<file path="config.mk">
export PLATFORM = sky130hd
export DESIGN_NAME = asc_top
export DESIGN_NICKNAME = d
export VERILOG_FILES = /design/src/asc_pkg.sv /design/src/asc_fifo.sv /design/src/asc_pipe.sv /design/src/asc_top.sv
export SDC_FILE = /design/constraint.sdc
export NUM_CORES = 1
export LEC_CHECK = 0
export CAP_MARGIN = 20
export CORE_MARGIN = 8
export CORE_UTILIZATION = 40
export DETAILED_ROUTE_END_ITERATION = 10
export DONT_BUFFER_PORTS = 1
export GPL_TIMING_DRIVEN = 0
export HOLD_SLACK_MARGIN = 0.1
export PLACE_DENSITY = 0.64
export SLEW_MARGIN = 25
export SYNTH_ARGS = -nofsm -noshare
export SYNTH_HDL_FRONTEND = slang
export SYNTH_SLANG_ARGS = --single-unit
</file>
<file path="constraint.sdc">
create_clock -name clk_i -period 9.2 [get_ports clk_i]
set_input_delay 0.46 -clock clk_i [delete_from_list [all_inputs] [get_ports clk_i]]
set_output_delay 0.46 -clock clk_i [all_outputs]
set_load 0.01 [all_outputs]
</file>
<file path="src/asc_pkg.sv">
package asc_pkg;
   // register offsets
   localparam logic [12:0] ADDR_PORT_CFG     = 13'h0000;
   localparam logic [12:0] ADDR_OUT_MODE     = 13'h0008;
   localparam logic [12:0] ADDR_TEST_PAT     = 13'h000D;
   localparam logic [12:0] ADDR_SELF_CTRL    = 13'h000E;
   localparam logic [12:0] ADDR_OUT_PHASE    = 13'h0016;
   localparam logic [12:0] ADDR_SELF_RES     = 13'h0024;
   localparam logic [12:0] ADDR_XFER         = 13'h00FF;
   localparam logic [12:0] SHADOW_LO         = 13'h0008;
   localparam logic [12:0] SHADOW_HI         = 13'h0018;
   // field positions and values
   localparam int          MODE_FN_LSB       = 5;
   localparam logic [1:0]  MODE_FN_TRISTATE  = 2'h1;
   localparam int          FMT_LSB           = 0;
   localparam logic [1:0]  FMT_TWOS          = 2'h1;
   localparam int          LSB_FIRST_BIT     = 6;
   localparam int          DCO_INV_BIT       = 7;
   localparam int          ST_EN_BIT         = 0;
   localparam int          ST_INIT_BIT       = 2;
   localparam int          PAT_RST_A_BIT     = 4;
   localparam int          PAT_RST_B_BIT     = 5;
   localparam logic [7:0]  XFER_CMD          = 8'h01;
   // reset values
   localparam logic [7:0]  PORT_CFG_RST      = 8'h18;
   localparam logic [7:0]  REG_ZERO          = 8'h00;
   localparam logic [11:0] PRS_SEED          = 12'hABC;
   localparam logic [15:0] CRC_SEED          = 16'hFFFF;
   // expected self-test signature; arbitrary value
   localparam logic [15:0] SIG_EXPECT        = 16'h5A3C;
   // timing counts, sizes and code values
   localparam int          PIPE_DEPTH        = 9;
   localparam logic [9:0]  SELF_TEST_LEN     = 10'd512;
   localparam int          DATA_W            = 12;
   localparam int          FIFO_DEPTH        = 8;
   localparam logic [11:0] CODE_MAX          = 12'hFFF;
   localparam logic [11:0] CODE_MID          = 12'h800;

   // one converted sample with its range flag
   typedef struct packed {
      logic [11:0] code;
      logic        over;
   } asc_sample_t;

   typedef enum logic [2:0] {
      SP_IDLE  = 3'b000,
      SP_INSTR = 3'b001,
      SP_WDATA = 3'b010,
      SP_RDATA = 3'b011
   } asc_spi_state_t;
endpackage

</file>
<file path="src/asc_fifo.sv">
`timescale 1ns/10ps
module asc_fifo
   import asc_pkg::*;
#(
   parameter int WIDTH = 13,
   parameter int DEPTH = 8
)
(
   input  wire logic             clk_i,    // clock
   input  wire logic             rst_i,    // sync reset
   input  wire logic [WIDTH-1:0] wdata_i,  // write data
   input  wire logic             wvalid_i, // write valid
   output logic                  wready_o, // not full
   output logic      [WIDTH-1:0] rdata_o,  // read data (combinational read of head entry)
   output logic                  rvalid_o, // not empty
   input  wire logic             rready_i  // drain
);
   localparam int AW = $clog2(DEPTH);
   logic [WIDTH-1:0] mem [DEPTH];
   logic [AW:0]      wp;
   logic [AW:0]      rp;
   logic             push;
   logic             pop;
   logic             full;
   logic             empty;

   assign full     = (wp[AW] != rp[AW]) && (wp[AW-1:0] == rp[AW-1:0]);
   assign empty    = (wp == rp);
   assign push     = wvalid_i && !full;
   assign pop      = rready_i && !empty;
   assign wready_o = !full;
   assign rvalid_o = !empty;
   assign rdata_o  = mem[rp[AW-1:0]];

   always_ff @(posedge clk_i)
   begin
      if (push)
      begin
         mem[wp[AW-1:0]] <= wdata_i;
      end
   end

   always_ff @(posedge clk_i)
   begin
      if (rst_i)
      begin
         wp <= '0;
         rp <= '0;
      end
      else
      begin
         if (push)
         begin
            wp <= wp + 1'b1;
         end
         if (pop)
         begin
            rp <= rp + 1'b1;
         end
      end
   end
endmodule

</file>
<file path="src/asc_pipe.sv">
`timescale 1ns/10ps
module asc_pipe
   import asc_pkg::*;
(
   input  wire logic        clk_i,   // clock
   input  wire logic        rst_i,   // sync reset
   input  wire logic        adv_i,   // sample clock event
   input  asc_sample_t      din_i,   // sample entering the pipe
   output asc_sample_t      dout_o   // sample leaving after PIPE_DEPTH events
);
   asc_sample_t stage [PIPE_DEPTH];

   genvar g;
   generate
      for (g = 0; g < PIPE_DEPTH; g++)
      begin : g_st
         always_ff @(posedge clk_i)
         begin
            if (rst_i)
            begin
               stage[g] <= '0;
            end
            else if (adv_i)
            begin
               stage[g] <= (g == 0) ? din_i : stage[(g == 0) ? 0 : g-1];
            end
         end
      end
   endgenerate

   assign dout_o = stage[PIPE_DEPTH-1];
endmodule

</file>
<file path="src/asc_top.sv">
`timescale 1ns/10ps
// Overview of operation
// - mode pin acts as output three-state only when bits 6:5 of 0x08 select it.
// - with three-state selected, pin low drives outputs, pin high floats them.
// - each sample appears on outputs nine sample clocks after it is taken.
// - data clock out provided; data valid on its rising edge unless inverted.
// - offset binary codes, clamp at limits, over-range flag past half LSB.
// - self-test feeds pseudo-random words into datapath, CRC accumulates at end.
// - self-test runs exactly 512 cycles, stops, compares signature to fixed value.
// - result bit 0 of 0x24 set on match, cleared on mismatch.
// - data outputs stay connected during self-test showing the pseudo-random words.
// - writing 0x05 to 0x0E: bit 0 enables test, bit 2 reseeds generator.
// - start without bit 2 continues sequence from last value.
// - test mode cuts converter off and routes patterns 1 and 2 through output formatting; pattern 6 bypasses it.
// - pattern generators reset when bit 4 or 5 of 0x0D set.
// - patterns advance only with sample clock, ignoring analog input.
// - frame starts at first shift-clock rise after chip select falls.
// - streaming and chip select pauses between bytes are both accepted.
// - chip select high releases the data pin; serial pins act as straps only until the first frame.
// - frame opens with 16-bit instruction: direction, length, address.
// - data in 8-bit bytes; read bit one means read, sent first frame bit MSB first, last LSB first.
// - on read, data pin turns to output after instruction and drives bytes.
// - MSB first after reset, LSB first when port config selects it.
// - serial port disabled: data pin high powers down, clock pin high twos complement.
// - writes to 0x08..0x18 except 0x0E shadowed, applied on 0x01 to 0xFF, bit self-clears.
module asc_top
   import asc_pkg::*;
(
   input  wire logic        clk_i,          // 100 MHz system clock
   input  wire logic        rst_i,          // sync reset, active high
   input  wire logic        samp_clk_i,     // sample clock, async
   input  wire logic [12:0] core_code_i,    // converter core code, 13 bits signed headroom
   input  wire logic        core_valid_i,   // core code valid (same domain)
   input  wire logic        tristate_pin_i, // output_tristate_pin, async
   input  wire logic        chip_select_n_i,// chip select, async
   input  wire logic        sclk_i,         // shift clock / format strap, async
   input  wire logic        sdio_i,         // serial data in / power-down strap, async
   output logic             sdio_o,         // serial data out
   output logic             sdio_oe_n_o,    // low while device drives sdio
   output logic [11:0]      data_o,         // latched data outputs
   output logic             data_oe_n_o,    // low while data pins driven
   output logic             out_of_range_o, // out_of_range_flag
   output logic             dco_o,          // data_clock_out
   output logic             dco_oe_n_o,     // low while data clock driven
   output logic             powerdown_o,    // power-down request
   output logic             core_ready_o    // core data accepted
);
   // ---------------- synchronisers ----------------
   logic [1:0] s_samp, s_oe, s_cs, s_sck, s_sdi;
   logic       samp_d, sck_d;
   always_ff @(posedge clk_i)
   begin
      if (rst_i)
      begin
         s_samp <= '0;
         s_oe   <= '0;
         s_cs   <= 2'b11;
         s_sck  <= '0;
         s_sdi  <= '0;
         samp_d <= 1'b0;
         sck_d  <= 1'b0;
      end
      else
      begin
         s_samp <= {s_samp[0], samp_clk_i};
         s_oe   <= {s_oe[0], tristate_pin_i};
         s_cs   <= {s_cs[0], chip_select_n_i};
         s_sck  <= {s_sck[0], sclk_i};
         s_sdi  <= {s_sdi[0], sdio_i};
         samp_d <= s_samp[1];
         sck_d  <= s_sck[1];
      end
   end
   logic samp_rise, samp_fall, sck_rise, sck_fall, cs_n;
   assign samp_rise = s_samp[1] && !samp_d;
   assign samp_fall = !s_samp[1] && samp_d;
   assign sck_rise  = s_sck[1] && !sck_d;
   assign sck_fall  = !s_sck[1] && sck_d;
   assign cs_n      = s_cs[1];

   // ---------------- registers ----------------
   logic [7:0] port_cfg, sh_mode, sh_pat, sh_phase, act_mode, act_pat, act_phase;
   logic [7:0] self_ctrl, self_res;
   logic       spi_used;  // any frame seen: pins no longer treated as straps
   logic       wr_stb;
   logic [12:0] wr_addr;
   logic [7:0] wr_data;
   logic       st_start;

   always_ff @(posedge clk_i)
   begin
      if (rst_i)
      begin
         port_cfg  <= PORT_CFG_RST;
         sh_mode   <= REG_ZERO;
         sh_pat    <= REG_ZERO;
         sh_phase  <= REG_ZERO;
         act_mode  <= REG_ZERO;
         act_pat   <= REG_ZERO;
         act_phase <= REG_ZERO;
      end
      else if (wr_stb)
      begin
         case (wr_addr)
            ADDR_PORT_CFG:  port_cfg <= wr_data;
            ADDR_OUT_MODE:  sh_mode  <= wr_data;
            ADDR_TEST_PAT:  sh_pat   <= wr_data;
            ADDR_OUT_PHASE: sh_phase <= wr_data;
            ADDR_XFER:
            begin
               if (wr_data == XFER_CMD)
               begin
                  act_mode  <= sh_mode;
                  act_pat   <= sh_pat;
                  act_phase <= sh_phase;
               end
            end
            default: ;
         endcase
      end
   end

   // self-test control is live, not shadowed: a write with bit 0 set starts the run
   always_ff @(posedge clk_i)
   begin
      if (rst_i)
      begin
         self_ctrl <= REG_ZERO;
      end
      else if (wr_stb && wr_addr == ADDR_SELF_CTRL)
      begin
         self_ctrl <= wr_data;
      end
   end
   assign st_start = wr_stb && wr_addr == ADDR_SELF_CTRL && wr_data[ST_EN_BIT];

   // ---------------- serial port ----------------
   asc_spi_state_t st;
   logic [15:0] instr;
   logic [4:0]  bitcnt;
   logic [7:0]  sh_in, sh_out;
   logic [12:0] addr;
   logic [1:0]  len;
   logic [1:0]  bytes_done;
   logic        lsb_first;
   logic [7:0]  rd_val;
   assign lsb_first = port_cfg[LSB_FIRST_BIT];

   always_comb
   begin
      case (addr)
         ADDR_PORT_CFG:  rd_val = port_cfg;
         ADDR_OUT_MODE:  rd_val = sh_mode;
         ADDR_TEST_PAT:  rd_val = sh_pat;
         ADDR_SELF_CTRL: rd_val = self_ctrl;
         ADDR_OUT_PHASE: rd_val = sh_phase;
         ADDR_SELF_RES:  rd_val = self_res;
         default:        rd_val = REG_ZERO;
      endcase
   end

   logic [7:0] in_byte;
   assign in_byte = lsb_first ? {s_sdi[1], sh_in[7:1]} : {sh_in[6:0], s_sdi[1]};

   always_ff @(posedge clk_i)
   begin
      if (rst_i)
      begin
         st          <= SP_IDLE;
         instr       <= '0;
         bitcnt      <= '0;
         sh_in       <= '0;
         sh_out      <= '0;
         addr        <= '0;
         len         <= '0;
         bytes_done  <= '0;
         wr_stb      <= 1'b0;
         wr_addr     <= '0;
         wr_data     <= '0;
         sdio_o      <= 1'b0;
         sdio_oe_n_o <= 1'b1;
         spi_used    <= 1'b0;
      end
      else
      begin
         wr_stb <= 1'b0;
         if (cs_n)
         begin
            sdio_oe_n_o <= 1'b1;
            if (st == SP_IDLE)
            begin
               bitcnt <= '0;
            end
         end
         else if (sck_rise)
         begin
            spi_used <= 1'b1;
            case (st)
               SP_IDLE, SP_INSTR:
               begin
                  instr  <= lsb_first ? {s_sdi[1], instr[15:1]} : {instr[14:0], s_sdi[1]};
                  bitcnt <= bitcnt + 5'd1;
                  st     <= SP_INSTR;
                  if (bitcnt == 5'd15)
                  begin
                     bitcnt     <= '0;
                     bytes_done <= '0;
                     if (lsb_first)
                     begin
                        addr <= instr[13:1];
                        len  <= instr[15:14];
                        st   <= s_sdi[1] ? SP_RDATA : SP_WDATA;
                     end
                     else
                     begin
                        addr <= {instr[11:0], s_sdi[1]};
                        len  <= instr[13:12];
                        st   <= instr[14] ? SP_RDATA : SP_WDATA;
                     end
                  end
               end
               SP_WDATA:
               begin
                  sh_in  <= in_byte;
                  bitcnt <= bitcnt + 5'd1;
                  if (bitcnt == 5'd7)
                  begin
                     bitcnt     <= '0;
                     wr_stb     <= 1'b1;
                     wr_addr    <= addr;
                     wr_data    <= in_byte;
                     addr       <= addr - 13'd1;
                     bytes_done <= bytes_done + 2'd1;
                     if (len != 2'd3 && bytes_done == len)
                     begin
                        st <= SP_IDLE;
                     end
                  end
               end
               SP_RDATA:
               begin
                  bitcnt <= bitcnt + 5'd1;
                  if (bitcnt == 5'd7)
                  begin
                     bitcnt     <= '0;
                     addr       <= addr - 13'd1;
                     bytes_done <= bytes_done + 2'd1;
                     if (len != 2'd3 && bytes_done == len)
                     begin
                        st <= SP_IDLE;
                     end
                  end
               end
               default: st <= SP_IDLE;
            endcase
         end
         else if (sck_fall && st == SP_RDATA)
         begin
            sdio_oe_n_o <= 1'b0;
            if (bitcnt == 5'd0)
            begin
               sdio_o <= lsb_first ? rd_val[0] : rd_val[7];
               sh_out <= lsb_first ? {1'b0, rd_val[7:1]} : {rd_val[6:0], 1'b0};
            end
            else
            begin
               sdio_o <= lsb_first ? sh_out[0] : sh_out[7];
               sh_out <= lsb_first ? {1'b0, sh_out[7:1]} : {sh_out[6:0], 1'b0};
            end
         end
      end
   end

   // ---------------- self-test ----------------
   logic [11:0] prs;
   logic [15:0] crc;
   logic [9:0]  st_cnt;
   logic        st_run;
   logic [11:0] pat_prs;
   logic        prs_fb;
   assign prs_fb = prs[11] ^ prs[5] ^ prs[3] ^ prs[0];

   asc_sample_t pipe_out;
   always_ff @(posedge clk_i)
   begin
      if (rst_i)
      begin
         prs      <= PRS_SEED;
         crc      <= CRC_SEED;
         st_cnt   <= '0;
         st_run   <= 1'b0;
         self_res <= REG_ZERO;
      end
      else if (st_start)
      begin
         st_run   <= 1'b1;
         st_cnt   <= '0;
         crc      <= CRC_SEED;
         self_res <= REG_ZERO;                                   // cleared while running
         if (wr_data[ST_INIT_BIT])
         begin
            prs <= PRS_SEED;
         end                                                     // else continue
      end
      else if (st_run && samp_rise)
      begin
         prs    <= {prs[10:0], prs_fb};
         crc    <= {crc[14:0], 1'b0} ^ ({16{crc[15]}} & 16'h1021) ^ {4'h0, pipe_out.code};
         st_cnt <= st_cnt + 10'd1;
         if (st_cnt == SELF_TEST_LEN - 10'd1)
         begin
            st_run      <= 1'b0;
            self_res[0] <= (crc == SIG_EXPECT);
         end
      end
   end

   always_ff @(posedge clk_i)
   begin
      if (rst_i)
      begin
         pat_prs <= PRS_SEED;
      end
      else if (act_pat[PAT_RST_A_BIT] || act_pat[PAT_RST_B_BIT])
      begin
         pat_prs <= PRS_SEED;
      end
      else if (samp_rise)
      begin
         pat_prs <= {pat_prs[10:0], pat_prs[11] ^ pat_prs[5] ^ pat_prs[3] ^ pat_prs[0]};
      end
   end

   // ---------------- datapath ----------------
   asc_sample_t fifo_out, fmt_in;
   logic        fifo_valid;
   logic        twos;
   logic [3:0]  pat_sel;
   assign pat_sel = act_pat[3:0];
   // strap when the port has never been used, register otherwise
   assign twos = spi_used ? (act_mode[1:0] == FMT_TWOS) : s_sck[1];

   asc_fifo #(.WIDTH(13), .DEPTH(FIFO_DEPTH)) u_fifo (
      .clk_i    (clk_i),
      .rst_i    (rst_i),
      .wdata_i  (core_code_i),
      .wvalid_i (core_valid_i),
      .wready_o (core_ready_o),
      .rdata_o  (fifo_out),
      .rvalid_o (fifo_valid),
      .rready_i (samp_rise)
   );

   // core code is signed 13-bit around mid-scale; clamp to 12 bits
   logic signed [12:0] sc;
   logic        [11:0] ob;
   logic               ovr;
   always_comb
   begin
      sc  = signed'(fifo_valid ? fifo_out : 13'h0000);
      ovr = 1'b0;
      ob  = 12'(sc + 13'sd2048);
      if (sc > 13'sd2047)
      begin
         ob  = CODE_MAX;
         ovr = 1'b1;
      end
      else if (sc < -13'sd2048)
      begin
         ob  = 12'h000;
         ovr = 1'b1;
      end
      fmt_in.over = 1'b0;
      if (st_run)
      begin
         fmt_in.code = prs;
      end
      else if (pat_sel == 4'h1)
      begin
         fmt_in.code = CODE_MID;
      end
      else if (pat_sel == 4'h2)
      begin
         fmt_in.code = CODE_MAX;
      end
      else if (pat_sel == 4'h6)
      begin
         fmt_in.code = pat_prs;
      end
      else
      begin
         fmt_in.code = ob;
         fmt_in.over = ovr;
      end
      if (twos && !(pat_sel == 4'h6 && !st_run))
      begin
         fmt_in.code[11] = ~fmt_in.code[11];
      end
   end

   asc_pipe u_pipe (
      .clk_i  (clk_i),
      .rst_i  (rst_i),
      .adv_i  (samp_rise),
      .din_i  (fmt_in),
      .dout_o (pipe_out)
   );

   logic tri_sel, float_out;
   assign tri_sel   = spi_used && (act_mode[MODE_FN_LSB+1:MODE_FN_LSB] == MODE_FN_TRISTATE);
   assign float_out = (tri_sel && s_oe[1]) || powerdown_o;

   always_ff @(posedge clk_i)
   begin
      if (rst_i)
      begin
         data_o         <= '0;
         out_of_range_o <= 1'b0;
         dco_o          <= 1'b0;
         data_oe_n_o    <= 1'b1;
         dco_oe_n_o     <= 1'b1;
         powerdown_o    <= 1'b0;
      end
      else
      begin
         if (samp_rise)
         begin
            data_o         <= pipe_out.code;
            out_of_range_o <= pipe_out.over;
         end
         if (samp_rise || samp_fall)
         begin
            // data changes on rise; launch the data clock on the fall so its rise is centred
            dco_o <= act_phase[DCO_INV_BIT] ? samp_rise : samp_fall;
         end
         data_oe_n_o <= float_out;
         dco_oe_n_o  <= float_out;
         powerdown_o <= !spi_used && cs_n && s_sdi[1];
      end
   end
endmodule

</file>
======== After elaboration in Yosys (flattened, before gate mapping) ========
Memory sizes are Yosys's and may differ from the RTL's. A register that Yosys moved wholly into a read port is not among the register bits.
Cells that the tools add are included.
storage, ports and cells
  register bits after elaboration ......... 231
  bits in writable memories ............... 221
  input bits .............................. 21
  output and inout port bits .............. 20
  word-level logic and storage cells ...... 241
  memories ................................ 2
cells by class
  add/sub/neg operators ................... 7
  $lt $le $gt $ge ......................... 2
  equal/unequal tests ..................... 33
  muxes and demuxes ....................... 71
  bitwise operators ....................... 21
  reductions and logical operators ........ 63
memories
  name          depth  bits a word  read ports  clocked after Yosys merged registers in  write ports  RTL line        source
  u_pipe.stage  9      13           9           0                                        9            asc_pipe.sv:11  asc_sample_t stage [PIPE_DEPTH];
  u_fifo.mem    8      13           1           1                                        1            asc_fifo.sv:19  logic [WIDTH-1:0] mem [DEPTH];
operators with widths
  operator                number
  $mux 13                 13
  $mux 12                 9
  $eq 13x4->1 const B     6
  $pmux 8 s6              1
  $mux 8                  4
  $eq 13x5->1 const B     2
  $logic_not 13->1        2
  $mux 1                  26
  $pmux 13 s2             1
  $mux 5                  5
  $logic_and 1x1->1       18
  $reduce_and 2->1        9
  $eq 16x15->1 const B    1
  $mux 16                 1
  $xor 16x12->16          1
  $xor 16x13->16          1
  $reduce_and 3->1        5
  $eq 13x6->1 const B     1
  $eq 13x8->1 const B     1
  $gt 13x12->1 const B    1
  $lt 13x12->1 const B    1
  $sub 13x1->13 const B   1
  $add 12x12->12 const B  1
  $mux 3                  4
  37 further kinds        82

======== Longest topological paths before layout ========
Gate-level depths: netlist of run 1.
  depth in word-level cells ............... 12
  depth in mapped cells ................... 10
  gate-level depth less buffers ........... 9

======== Cells and area by module ========
Synthesis of run 1 repeated with hierarchy kept, for this count alone.
unflattened totals
  cells, all modules ...................... 1578
  area, all modules ....................... 19029.5 sq um
modules (own cells, without submodules)
  module    times used  cells an instance  area an instance (sq um)  seq. area each (sq um)
  asc_top   1           1084               9668.0                    4244.1
  asc_pipe  1           260                4699.5                    3513.4
  asc_fifo  1           234                4662.0                    3343.2

======== Worst setup path before layout of run 1 ========
Ideal clock, no wire load.
  kind .................................... register to register
  start ................................... register samp_d
  end ..................................... memory u_pipe.stage[0][0] (netlist name), enable pin
  setup time .............................. 426 ps
  arrival ................................. 2935 ps
  required time ........................... 8774 ps
  path slack .............................. 5839 ps
  cell stages (with the launch flop) ...... 6
  buffers on the path ..................... 2
  clock period less this slack ............ 3361 ps
  cells stage by stage .................... dfxtp_1 -> inv_1 -> ha_1 -> buf_1 -> buf_1 -> or2_2
RTL lines
  element                 RTL line        source
  start, declared         asc_top.sv:50   logic samp_d, sck_d;
  start signal, assigned  asc_top.sv:70   samp_d <= s_samp[1];
  end, declared           asc_pipe.sv:11

==> summary.txt, run 1 <==
Outcome
  • Status: finished clean

Cells and area
  • Syn-to-layout area delta: 14.2%
  • Utilization after layout: 45.9%
  • Fillers: 4,175
  • ANT cells: 0
  • Post-route cell area: 21,300 um^2
  • FF+latch area: 11,100 um^2
  • Multi-input logic area: 6980 um^2
  • Final #Nets: 1,683
  • Share of layout cells above drive strength 1: 12.0%

Critical path
  • CP endpoint: u_pipe.stage[8][11]$_SDFFCE_PN0P_
  • Reg2reg start: s_samp[1]$_SDFF_PP0_
  • Crit Path Category: flop to flop
  • Flop-to-flop setup slack: 5.84 ns
  • Worst Reg-to-Reg Cells: 5
  • Crit. End Element: flop
  • Req. time, crit path: 9.46 ns
  • Crit start category: flop
  • Crit. Startpoint: s_samp[1]$_SDFF_PP0_
  • CP max FO: 53
  • Reg2reg end: u_pipe.stage[8][11]$_SDFFCE_PN0P_
  • Crit path DAT: 3.62 ns

Timing
  • Setup Total Neg Slack: 0 ns
  • Fmax: 0.298 GHz
  • Fin. Hold Viols: 0
  • Final setup violation count: 0
  • Layout Skew: 0.0160 ns
  • Worst slew pin tran: 1.02 ns
  • Slew Limit Headroom: 32.1%
  • Post-layout min period: 3.36 ns
  • Final Slew Violations: 0
  • RSZ-0062 raised after global routing: false
  • Period Utilization, post-route: 36.5%

Clock tree
  • Clk slew on worst S/H paths: 0.06 ns
  • H-tree depth: 2
  • Clock Latency Late Sink: 0.58 ns
  • Max clock buf depth: 3
  • Post-CTS Resized: 0
  • CTS sink count: 444
  • CTS tree: yes
  • Num CTS Buffers: 47
  • CTS root buf: clkbuf_16

Power and ir drop
  • Sw Ratio: 20.9%
  • Peak supply drop: 0.165 mV
  • Net switching power: 885 uW
  • Clk pwr share: 45.7%
  • PwrDens: 199 nW/um^2
  • Register share of total power: 50.6%
  • Gate power share: 3.7%
  • Pleak: 7.41 nW
  • Internal power: 3.34 mW

Synth
  • Synthesized flop and latch total: 444
  • Top post-synthesis cells by area: edfxtp_1 (36%), dfxtp_1 (24%), mux2i_1 (5.3%), and2_1 (3.6%), nor2_1 (3.3%)
  • Synth top area share: 35.7%
  • Synth Cell Area: 18,600 um^2
  • Yosys warns: 0
  • Sequential area share after synthesis: 59.6%
  • Syn nets: 1,610
  • Fraction of registers with async set/reset: 0%
  • Ys flop type: dfxtp_1
  • Post-synth cell types: 76
  • Yosys top cell by area: edfxtp_1
  • Number of synthesized flops with an enable pin: 221
  • Avg Inst Size Synth: 11.8 um^2
  • Synthesized instance count: 1,576

GRT
  • Vias in the first global route: 12,074
  • GRT Total Usage: 15.3%
  • Largest net degree at the start of global routing: 54
  • First-pass GRT wire length: 66,100 um
  • Congestion Overflow GR: 0
  • Initial antenna violation count: 1

Detailed routing
  • Drt drc: 0
  • Routed WL: 41,200 um
  • Routed length per instance: 18.0 um
  • Starting DRT DRC Count: 1,003
  • DR vias: 12,159
  • Drt pass-1 iters: 6
  • Final ANT Viol Nets: 0
  • Via density: 5.30

Die
  • # IOs: 41
  • Die X: 232 um
  • Initial Util: 40.2%
  • Site Rows: 79
  • Chip Height: 232 um
  • Core Footprint: 46,300 um^2
  • Die area: 53,700 um^2

Run
  • MaxCap Viol Count: 0

Placement
  • HPWL after detailed placement: 28,500 um
  • GPL Wtd Cong: 0.889
  • DP Area: 19,500 um^2
  • Number of port buffers: 0

Hold path
  • Hold WC Path Type: input pin to flop
[worst max-delay path: stages (launching register included)]
cell and delay [ns]:
dfxtp_1 0.37, ha_1 0.34, buf_1 0.80, buf_1 0.59
or2_4 0.59, buf_16 0.31
[area by class of cell]
type | count | area share (%)
Clock buffer | 73 | 6.61
Multi-Input combinational cell | 1001 | 32.8
Clock inverter | 13 | 0.865
Inverter | 28 | 0.495
Buffer | 103 | 2.15
Tap cell | 607 | 3.57
Sequential cell | 444 | 52.2
Timing Repair Buffer | 24 | 1.25
[logic make-up (layout without fill, tap and decap cells)]
logic type	count (synthesis)	in the layout	synth area share, %
AND/OR/NAND/NOR	570	570	15.9
flip-flops	444	444	59.6
adder cells (fa/ha/maj)	13	13	0.874
AO/OA/AOI/OAI	236	236	9.04
multiplexers	146	146	9.82
buffers and inverters	131	241	3.03
XOR/XNOR	36	36	1.69
[layer usage]
metal  wire length, um  track usage [%]  vias to the layer above
li1                  -                -                     5838
met1             18700             20.3                     5897
met2             18400             24.0                      324
met3              2700             3.47                       98
met4              1400             6.33                        2
met5                13                0                        -
[timing repair]
item | 4_1_cts | 5_1_grt
hold endpoints to repair | 109 | 0
endpoints found under the setup margin | 0 | 0
hold buffers | 18 | 0
setup buffers | 0 | 0
[cells in the mapped netlist, drive strengths merged, types with 13 or more instances]
cell type	count
dfxtp	223
buf	41
a211oi	37
nor2b	35
nor2	166
clkbuf	62
nand2	118
mux2	20
edfxtp	221
nand3	28
ha	13
inv	28
mux4	26
mux2i	100
a21oi	69
and2	106
o21ai	26
o211ai	23
nor3	32
xnor2	22
xor2	14
[state kept, by name (all words and copies together), names as in the netlist, 10 cells and up, named ones only]
register / flops
u_fifo.mem: 104
crc: 16
instr: 16
st_cnt: 10
prs: 12
addr: 13
pat_prs: 12
u_pipe.stage: 117
data_o: 12
wr_addr: 13
[through the flow]
step | setup slack, ns | hold WS [ns] | instances | power, mW
final | 5.84 | 0.177 | 2293 | 4.23
after global routing | 5.69 | 0.204 | 2293 | 4.38
after CTS | 5.89 | 0.147 | 2293 | 4.28
after detailed placement | 5.92 | 0.416 | 2189 | 2.33
after global placement | 4.72 | 0.403 | 2183 | 2.32
after floorplan | 5.84 | 0.389 | 1576 | 2.28
[cells in the final DEF (no fill, tap or decap), types with 17 or more instances in the layout]
cell type,n
nor2_1,158
buf_2,21
dlygate4sd3_1,18
nor3_1,27
a21oi_1,66
and2_1,106
o211ai_1,17
a211oi_1,37
clkbuf_16,47
o21ai_0,26
mux2_2,19
clkbuf_1,71
mux4_2,26
dfxtp_1,223
nand3_1,28
edfxtp_1,221
xnor2_1,22
inv_1,28
mux2i_1,99
nand2_1,117
nor2b_1,35
[worst min-delay path by stage]
stage                            start                         to  cells after the start
finish                    core_valid_i  u_fifo.wp[0]$_SDFFE_PP0P_                      3
global route              core_valid_i  u_fifo.wp[0]$_SDFFE_PP0P_                      3
CTS                       core_valid_i  u_fifo.wp[0]$_SDFFE_PP0P_                      3
detailed placement  s_cs[0]$_SDFF_PP1_         s_cs[1]$_SDFF_PP1_                      1
global placement    s_cs[0]$_SDFF_PP1_         s_cs[1]$_SDFF_PP1_                      1
floorplan           s_cs[0]$_SDFF_PP1_         s_cs[1]$_SDFF_PP1_                      1
[power groups by stage]
stage          combinational [mW]  clock [mW]  sequential, mW
2_1_floorplan               0.102           0            2.18
3_3_place_gp                0.136           0            2.18
3_5_place_dp                0.144           0            2.18
4_1_cts                     0.156        1.98            2.14
5_1_grt                     0.169        2.06            2.14
6_report                    0.154        1.93            2.14
(Power assumes the default switching activity.)
==> run 2, diff against run 1 <==
- clock period: 9.2 -> 3.2 ns (I/O delays scaled with it)
==> run 2 against run 1 <==
Compared with the run above:
- clock power rose to 2.7 times the previous value
- sequential power rose to 2.9 times the previous value
- register-to-register slack worse by 5.5 ns
- highest routed layer unchanged
- power grew to 2.8 times the previous value
- combinational power rose to 2.9 times the previous value
- first-iteration DRC count fell by 13%
- setup slack worse by 5.5 ns
- routed wire length is 0.82% lower
==> summary.txt, run 2 (synthesis results as in run 1) <==
GRT
  • Congestion Overflow GR: 0 (unchanged)
  • GRT Total Usage: 15.1% (-0.26 points)
  • Initial antenna violation count: 1 (unchanged)
  • First-pass GRT wire length: 65,000 um (-1.6%)
  • Largest net degree at the start of global routing: 53 (-1.9%)
  • Vias in the first global route: 11,771 (-2.5%)

Clock tree
  • Num CTS Buffers: 46 (-2.1%)
  • Max clock buf depth: 3 (unchanged)
  • Clk slew on worst S/H paths: 0.06 ns (about the same)
  • CTS sink count: 444 (unchanged)
  • CTS root buf: clkbuf_16
  • H-tree depth: 2 (unchanged)
  • CTS tree: yes
  • Number of setup buffers added after CTS: 0 (unchanged)
  • Clock Latency Late Sink: 0.58 ns (about the same)

Hold path
  • Hold WC Path Type: input pin to flop
  • Hold Path Stages: 4 (+1)
  • Hold Path End: u_pipe.stage[0][9]$_SDFFCE_PN0P_
  • Hold path start: rst_i

Die
  • Initial Util: 40.2% (unchanged)
  • Core Footprint: 46,300 um^2 (unchanged)
  • Die area: 53,700 um^2 (unchanged)
  • # IOs: 41 (unchanged)
  • Chip Height: 232 um (unchanged)
  • Die X: 232 um (unchanged)
  • Site Rows: 79 (unchanged)

Cells and area
  • Utilization after layout: 45.7% (-0.24 points)
  • Syn-to-layout area delta: 13.6%
  • Reg with most FFs: u_pipe.stage
  • Most common cell after layout, fill and taps aside: dfxtp_1
  • Final #Nets: 1,685 (+0.12%)
  • Commonest non-fill, non-tap cells in the layout: dfxtp_1 (223), edfxtp_1 (221), nor2_1 (158)
  • Share of layout cells above drive strength 1: 11.7% (-0.39 points)
  • Post-route insts no fill: 2,291 (-0.087%)
  • Largest register FFs: 117 (unchanged)

Critical path
  • Crit start category: flop
  • Crit. End Element: flop
  • Reg2reg start: s_samp[1]$_SDFF_PP0_
  • Req. time, crit path: 3.46 ns (-6.00 ns)
  • Flop-to-flop setup slack: 0.32 ns (-5.52 ns)
  • Worst Reg-to-Reg Cells: 5 (unchanged)
  • Crit path DAT: 3.14 ns (-0.48 ns)
  • Crit Path Category: flop to flop
  • CP max FO: 52 (-1.9%)
  • Reg2reg end: u_pipe.stage[0][4]$_SDFFCE_PN0P_

Detailed routing
  • DR vias: 12,064 (-0.78%)
  • Drt pass-1 iters: 5 (-1)
  • Final ANT Viol Nets: 0 (unchanged)
  • Drt drc: 0 (unchanged)
  • Starting DRT DRC Count: 873 (-13%)
  • Routed WL: 40,900 um (-0.82%)
  • Routed length per instance: 17.8 um (-0.73%)
  • Via density: 5.27 (-0.69%)

Power and ir drop
  • Total power after layout: 11.8 mW (+180%)
  • Peak supply drop: 0.588 mV (+260%)
  • PwrDens: 557 nW/um^2 (+180%)
  • Pleak: 7.36 nW (-0.74%)

Timing
  • Final setup violation count: 0 (unchanged)
  • Worst slew pin tran: 0.913 ns (-0.105 ns)
  • Period Utilization, post-route: 89.9% (+53 points)
  • Slew Limit Headroom: 38.3% (+6.2 points)
  • Fin. Hold Viols: 0 (unchanged)
  • Final Slew Violations: 0 (unchanged)
  • Layout Skew: 0.00840 ns (-0.00763 ns)
  • Post-layout min period: 2.88 ns (-0.482 ns)
  • Fmax: 0.347 GHz (+17%)
  • Setup Total Neg Slack: 0 ns (unchanged)
  • WHS: 0.167 ns (-0.00974 ns)
  • RSZ-0062 raised after global routing: false

Placement
  • Post-Place Cells: 2,191 (+0.091%)
  • HPWL after detailed placement: 28,500 um (about the same)
  • Number of port buffers: 0 (unchanged)
  • GPL Wtd Cong: 0.879 (-1.2%)

Outcome
  • Status: finished clean

Run
  • MaxCap Viol Count: 0 (unchanged)
## run 2: worst max-delay path by stage
stage,from,to,slack (ns),cells after the start
after global placement,s_samp[1]$_SDFF_PP0_,u_pipe.stage[8][2]$_SDFFCE_PN0P_,-0.50,4
after global routing,s_samp[1]$_SDFF_PP0_,u_pipe.stage[4][3]$_SDFFCE_PN0P_,0.19,5
after detailed placement,s_samp[1]$_SDFF_PP0_,u_pipe.stage[0][3]$_SDFFCE_PN0P_,0.06,5
after CTS,s_samp[1]$_SDFF_PP0_,u_pipe.stage[4][3]$_SDFFCE_PN0P_,0.03,5
after floorplan,samp_d$_SDFF_PP0_,u_pipe.stage[0][0]$_SDFFCE_PP0P_,0.42,5
final,s_samp[1]$_SDFF_PP0_,u_pipe.stage[0][4]$_SDFFCE_PN0P_,0.32,5
## run 2: final cells by class
cell class | count | area (um^2)
Fill cell | 4163 | 25100
Sequential cell | 444 | 11100
Multi-Input combinational cell | 1001 | 6980
Clock buffer | 66 | 1310
Tap cell | 607 | 759
Buffer | 103 | 459
Timing Repair Buffer | 27 | 298
Clock inverter | 13 | 133
Inverter | 28 | 105
Antenna cell | 2 | 5.00
## run 2: what timing repair did
action	in CTS	in global routing
endpoints found under the setup margin	0	96
endpoints found under the hold margin	128	0
hold buffers	19	0
gates resized for setup	0	2
## run 2: critical path, stage by stage (launching register included)
cell and delay [ns]:
dfxtp_1 0.37, ha_1 0.35, clkbuf_2 0.46, buf_1 0.57, or2_4 0.48, buf_16 0.29
## run 2: metal layers
layer,vias up,wire (um),GRT usage [%]
li1,5836,-,-
met2,286,18400,23.7
met1,5853,18700,20.3
met4,2,1150,5.49
met5,-,11,0
met3,87,2630,3.24
## run 2: metrics by stage
stage	instance area, um^2	setup slack [ns]
finish	21100	0.322
global route	21100	0.193
CTS	21100	0.0331
detailed placement	19500	0.0581
global placement	19400	-0.505
floorplan	18600	0.416
## run 2: power by group
part,internal [mW],total [mW],switching [mW]
clock,2.99,5.16,2.17
combinational,0.161,0.450,0.289
sequential,6.11,6.15,0.0489
total,9.26,11.8,2.51
==> run 3, diff against run 2 <==
- GPL_TIMING_DRIVEN: 0 -> not set
==> run 3 against run 2 <==
Compared with the run above:
- routed wire length fell by 7.2%
- clock skew rose by 0.021 ns
- setup slack improved by 0.22 ns
- die area did not move
- sequential share of layout area rose by 0.053 points
- final area barely moved
- first-iteration DRC count fell by 2.7%
- clock power rose by 4.5%
- sequential cell count did not move
- utilization barely moved
- critical endpoint is now addr[12]$_SDFFE_PP0P_
- largest power group unchanged
==> summary.txt, run 3 (synthesis results as in run 1) <==
Detailed routing
  • Met3 wire len: 1870 um (-29%)
  • Drt drc: 0 (unchanged)
  • Routed length per instance: 17.0 um (-4.9%)
  • Wl on met1: 17,600 um (-5.9%)
  • Via density: 5.25 (-0.26%)
  • DR vias: 11,738 (-2.7%)
  • Routed WL: 37,900 um (-7.2%)
  • Top Metal Used: met4
  • Drt pass-1 iters: 4 (-1)
  • Final ANT Viol Nets: 0 (unchanged)
  • Starting DRT DRC Count: 849 (-2.7%)
  • WL met2: 17,700 um (-4.1%)

GRT
  • Vias in the first global route: 11,595 (-1.5%)
  • Largest net degree at the start of global routing: 170 (+220%)
  • First-pass GRT wire length: 61,700 um (-5.1%)
  • Initial antenna violation count: 0 (-1)
  • GRT Total Usage: 14.0% (-1.1 points)
  • Congestion Overflow GR: 0 (unchanged)

Timing
  • RSZ-0062 raised after global routing: false
  • Slew Limit Headroom: 31.3% (-7.1 points)
  • Worst slew pin tran: 1.03 ns (+0.119 ns)
  • PnR worst setup slack: 0.544 ns (+0.222 ns)
  • Fmax: 0.377 GHz (+8.4%)
  • Final setup violation count: 0 (unchanged)
  • Fin. Hold Viols: 0 (unchanged)
  • Setup Total Neg Slack: 0 ns (unchanged)
  • Final Slew Violations: 0 (unchanged)
  • Post-layout min period: 2.66 ns (-0.222 ns)
  • Period Utilization, post-route: 83.0% (-7.0 points)
  • Layout Skew: 0.0295 ns (+0.0211 ns)

Power and ir drop
  • Gate power share: 3.5% (-0.3 points)
  • Register share of total power: 51.5% (-0.8 points)
  • PwrDens: 567 nW/um^2 (+1.8%)
  • Net switching power: 2.54 mW (+1.4%)
  • Peak supply drop: 0.431 mV (-27%)
  • Pleak: 7.40 nW (+0.57%)
  • Clk pwr share: 45.1% (+1.2 points)
  • Internal power: 9.43 mW (+1.8%)
  • Sw Ratio: 21.2% (-0.058 points)
  • Total power after layout: 12.0 mW (+1.7%)

Cells and area
  • Commonest non-fill, non-tap cells in the layout: dfxtp_1 (222), edfxtp_1 (221), nor2_1 (164)
  • Share of layout cells above drive strength 1: 12.9% (+1.2 points)
  • Utilization after layout: 45.7% (about the same)
  • Syn-to-layout area delta: 13.5% (about the same)
  • ANT cells: 0 (-2)
  • Post-route cell area: 21,100 um^2 (about the same)
  • Most common cell after layout, fill and taps aside: dfxtp_1
  • Fillers: 4,190 (+0.65%)
  • Final #Nets: 1,623 (-3.7%)
  • Largest register FFs: 117 (unchanged)
  • Reg with most FFs: u_pipe.stage

Die
  • Core Footprint: 46,300 um^2 (unchanged)
  • Chip Height: 232 um (unchanged)
  • Die area: 53,700 um^2 (unchanged)
  • Die X: 232 um (unchanged)
  • # IOs: 41 (unchanged)
  • Site Rows: 79 (unchanged)
  • Initial Util: 40.2% (unchanged)

Critical path
  • Crit path DAT: 3.14 ns (about the same)
  • Req. time, crit path: 3.69 ns (+0.23 ns)
  • Crit Path Category: flop to flop
  • CP max FO: 16 (-69%)
  • Crit. End Element: flop
  • Crit start category: flop

Clock tree
  • CTS tree: yes
  • Clk slew on worst S/H paths: 0.06 ns (about the same)
  • Number of setup buffers added after CTS: 0 (unchanged)
  • Max clock buf depth: 3 (unchanged)
  • Num CTS Buffers: 47 (+2.2%)
  • CTS sink count: 444 (unchanged)
  • Clock Latency Late Sink: 0.58 ns (about the same)
  • CTS root buf: clkbuf_16
  • H-tree depth: 2 (unchanged)

Outcome
  • Status: finished clean

Placement
  • DP Area: 19,200 um^2 (-1.3%)
  • HPWL after detailed placement: 23,900 um (-16%)
  • Number of port buffers: 0 (unchanged)
  • Dpl ws: 0.620 ns (+0.562 ns)
  • GPL Wtd Cong: 0.827 (-5.9%)

Run
  • MaxCap Viol Count: 0 (unchanged)

Hold path
  • Hold WC Path Type: input pin to flop
run 3: cell types whose count changed in the layout (fill, tap and decap cells not counted), moves of 6 or more:
cell and delta:
buf_2 -21, nor2_2 -6, dlygate4sd3_1 +10, buf_4 +28, buf_1 -11, buf_6 -6
nor2_1 +6, clkbuf_1 -68
run 3: final cells by class:
type	count	area, um^2	area share, %
Clock buffer	66	1370	6.49
Clock inverter	22	190	0.900
Inverter	28	105	0.498
Multi-Input combinational cell	1001	6980	33.0
Sequential cell	444	11100	52.6
Tap cell	607	759	3.60
Timing Repair Buffer	67	621	2.94
run 3: per-layer routing:
layer	vias up	track usage [%]
li1	5720	-
met4	0	4.54
met2	219	22.4
met5	-	0
met3	61	2.96
met1	5738	18.8
run 3: what timing repair did:
| action | in CTS | in global routing |
|---|---|---|
| gates resized for setup | 0 | 0 |
| hold buffers | 30 | 0 |
| endpoints found under the hold margin | 332 | 0 |
run 3: final timing paths:
check                                             from                          end  slack [ns]  cells after the start
worst max register to register  bitcnt[1]$_SDFFE_PP0P_        addr[12]$_SDFFE_PP0P_        0.54                      9
worst min register to register      s_cs[0]$_SDFF_PP1_           s_cs[1]$_SDFF_PP1_        0.41                      1
worst min-delay path                      core_valid_i  u_fifo.mem[4][12]$_DFFE_PP_        0.16                      3
worst max-delay path            bitcnt[1]$_SDFFE_PP0P_        addr[12]$_SDFFE_PP0P_        0.54                      9
run 3: power groups by stage:
stage	sequential [mW]	combinational, mW	clock, mW
6_report	6.16	0.418	5.39
3_3_place_gp	6.28	0.336	0
5_1_grt	6.17	0.459	5.75
4_1_cts	6.16	0.422	5.53
3_5_place_dp	6.28	0.340	0
2_1_floorplan	6.26	0.294	0
run 3: metrics by stage:
| stage | hold slack [ns] | instances |
|---|---|---|
| 4_1_cts | 0.134 | 2235 |
| 3_5_place_dp | 0.259 | 2117 |
| 2_1_floorplan | 0.259 | 1576 |
| 6_report | 0.164 | 2235 |
| 5_1_grt | 0.153 | 2235 |
| 3_3_place_gp | 0.259 | 2117 |
run 3: worst max-delay path, stage by stage, from the launching register on:
cell	delay [ns]
dfxtp_1	0.39
ha_1	0.23
nand3_1	0.12
inv_1	0.08
ha_1	0.22
nor2b_1	0.38
a21oi_1	0.14
nor2_2	0.60
mux2i_1	0.16
a211oi_1	0.24
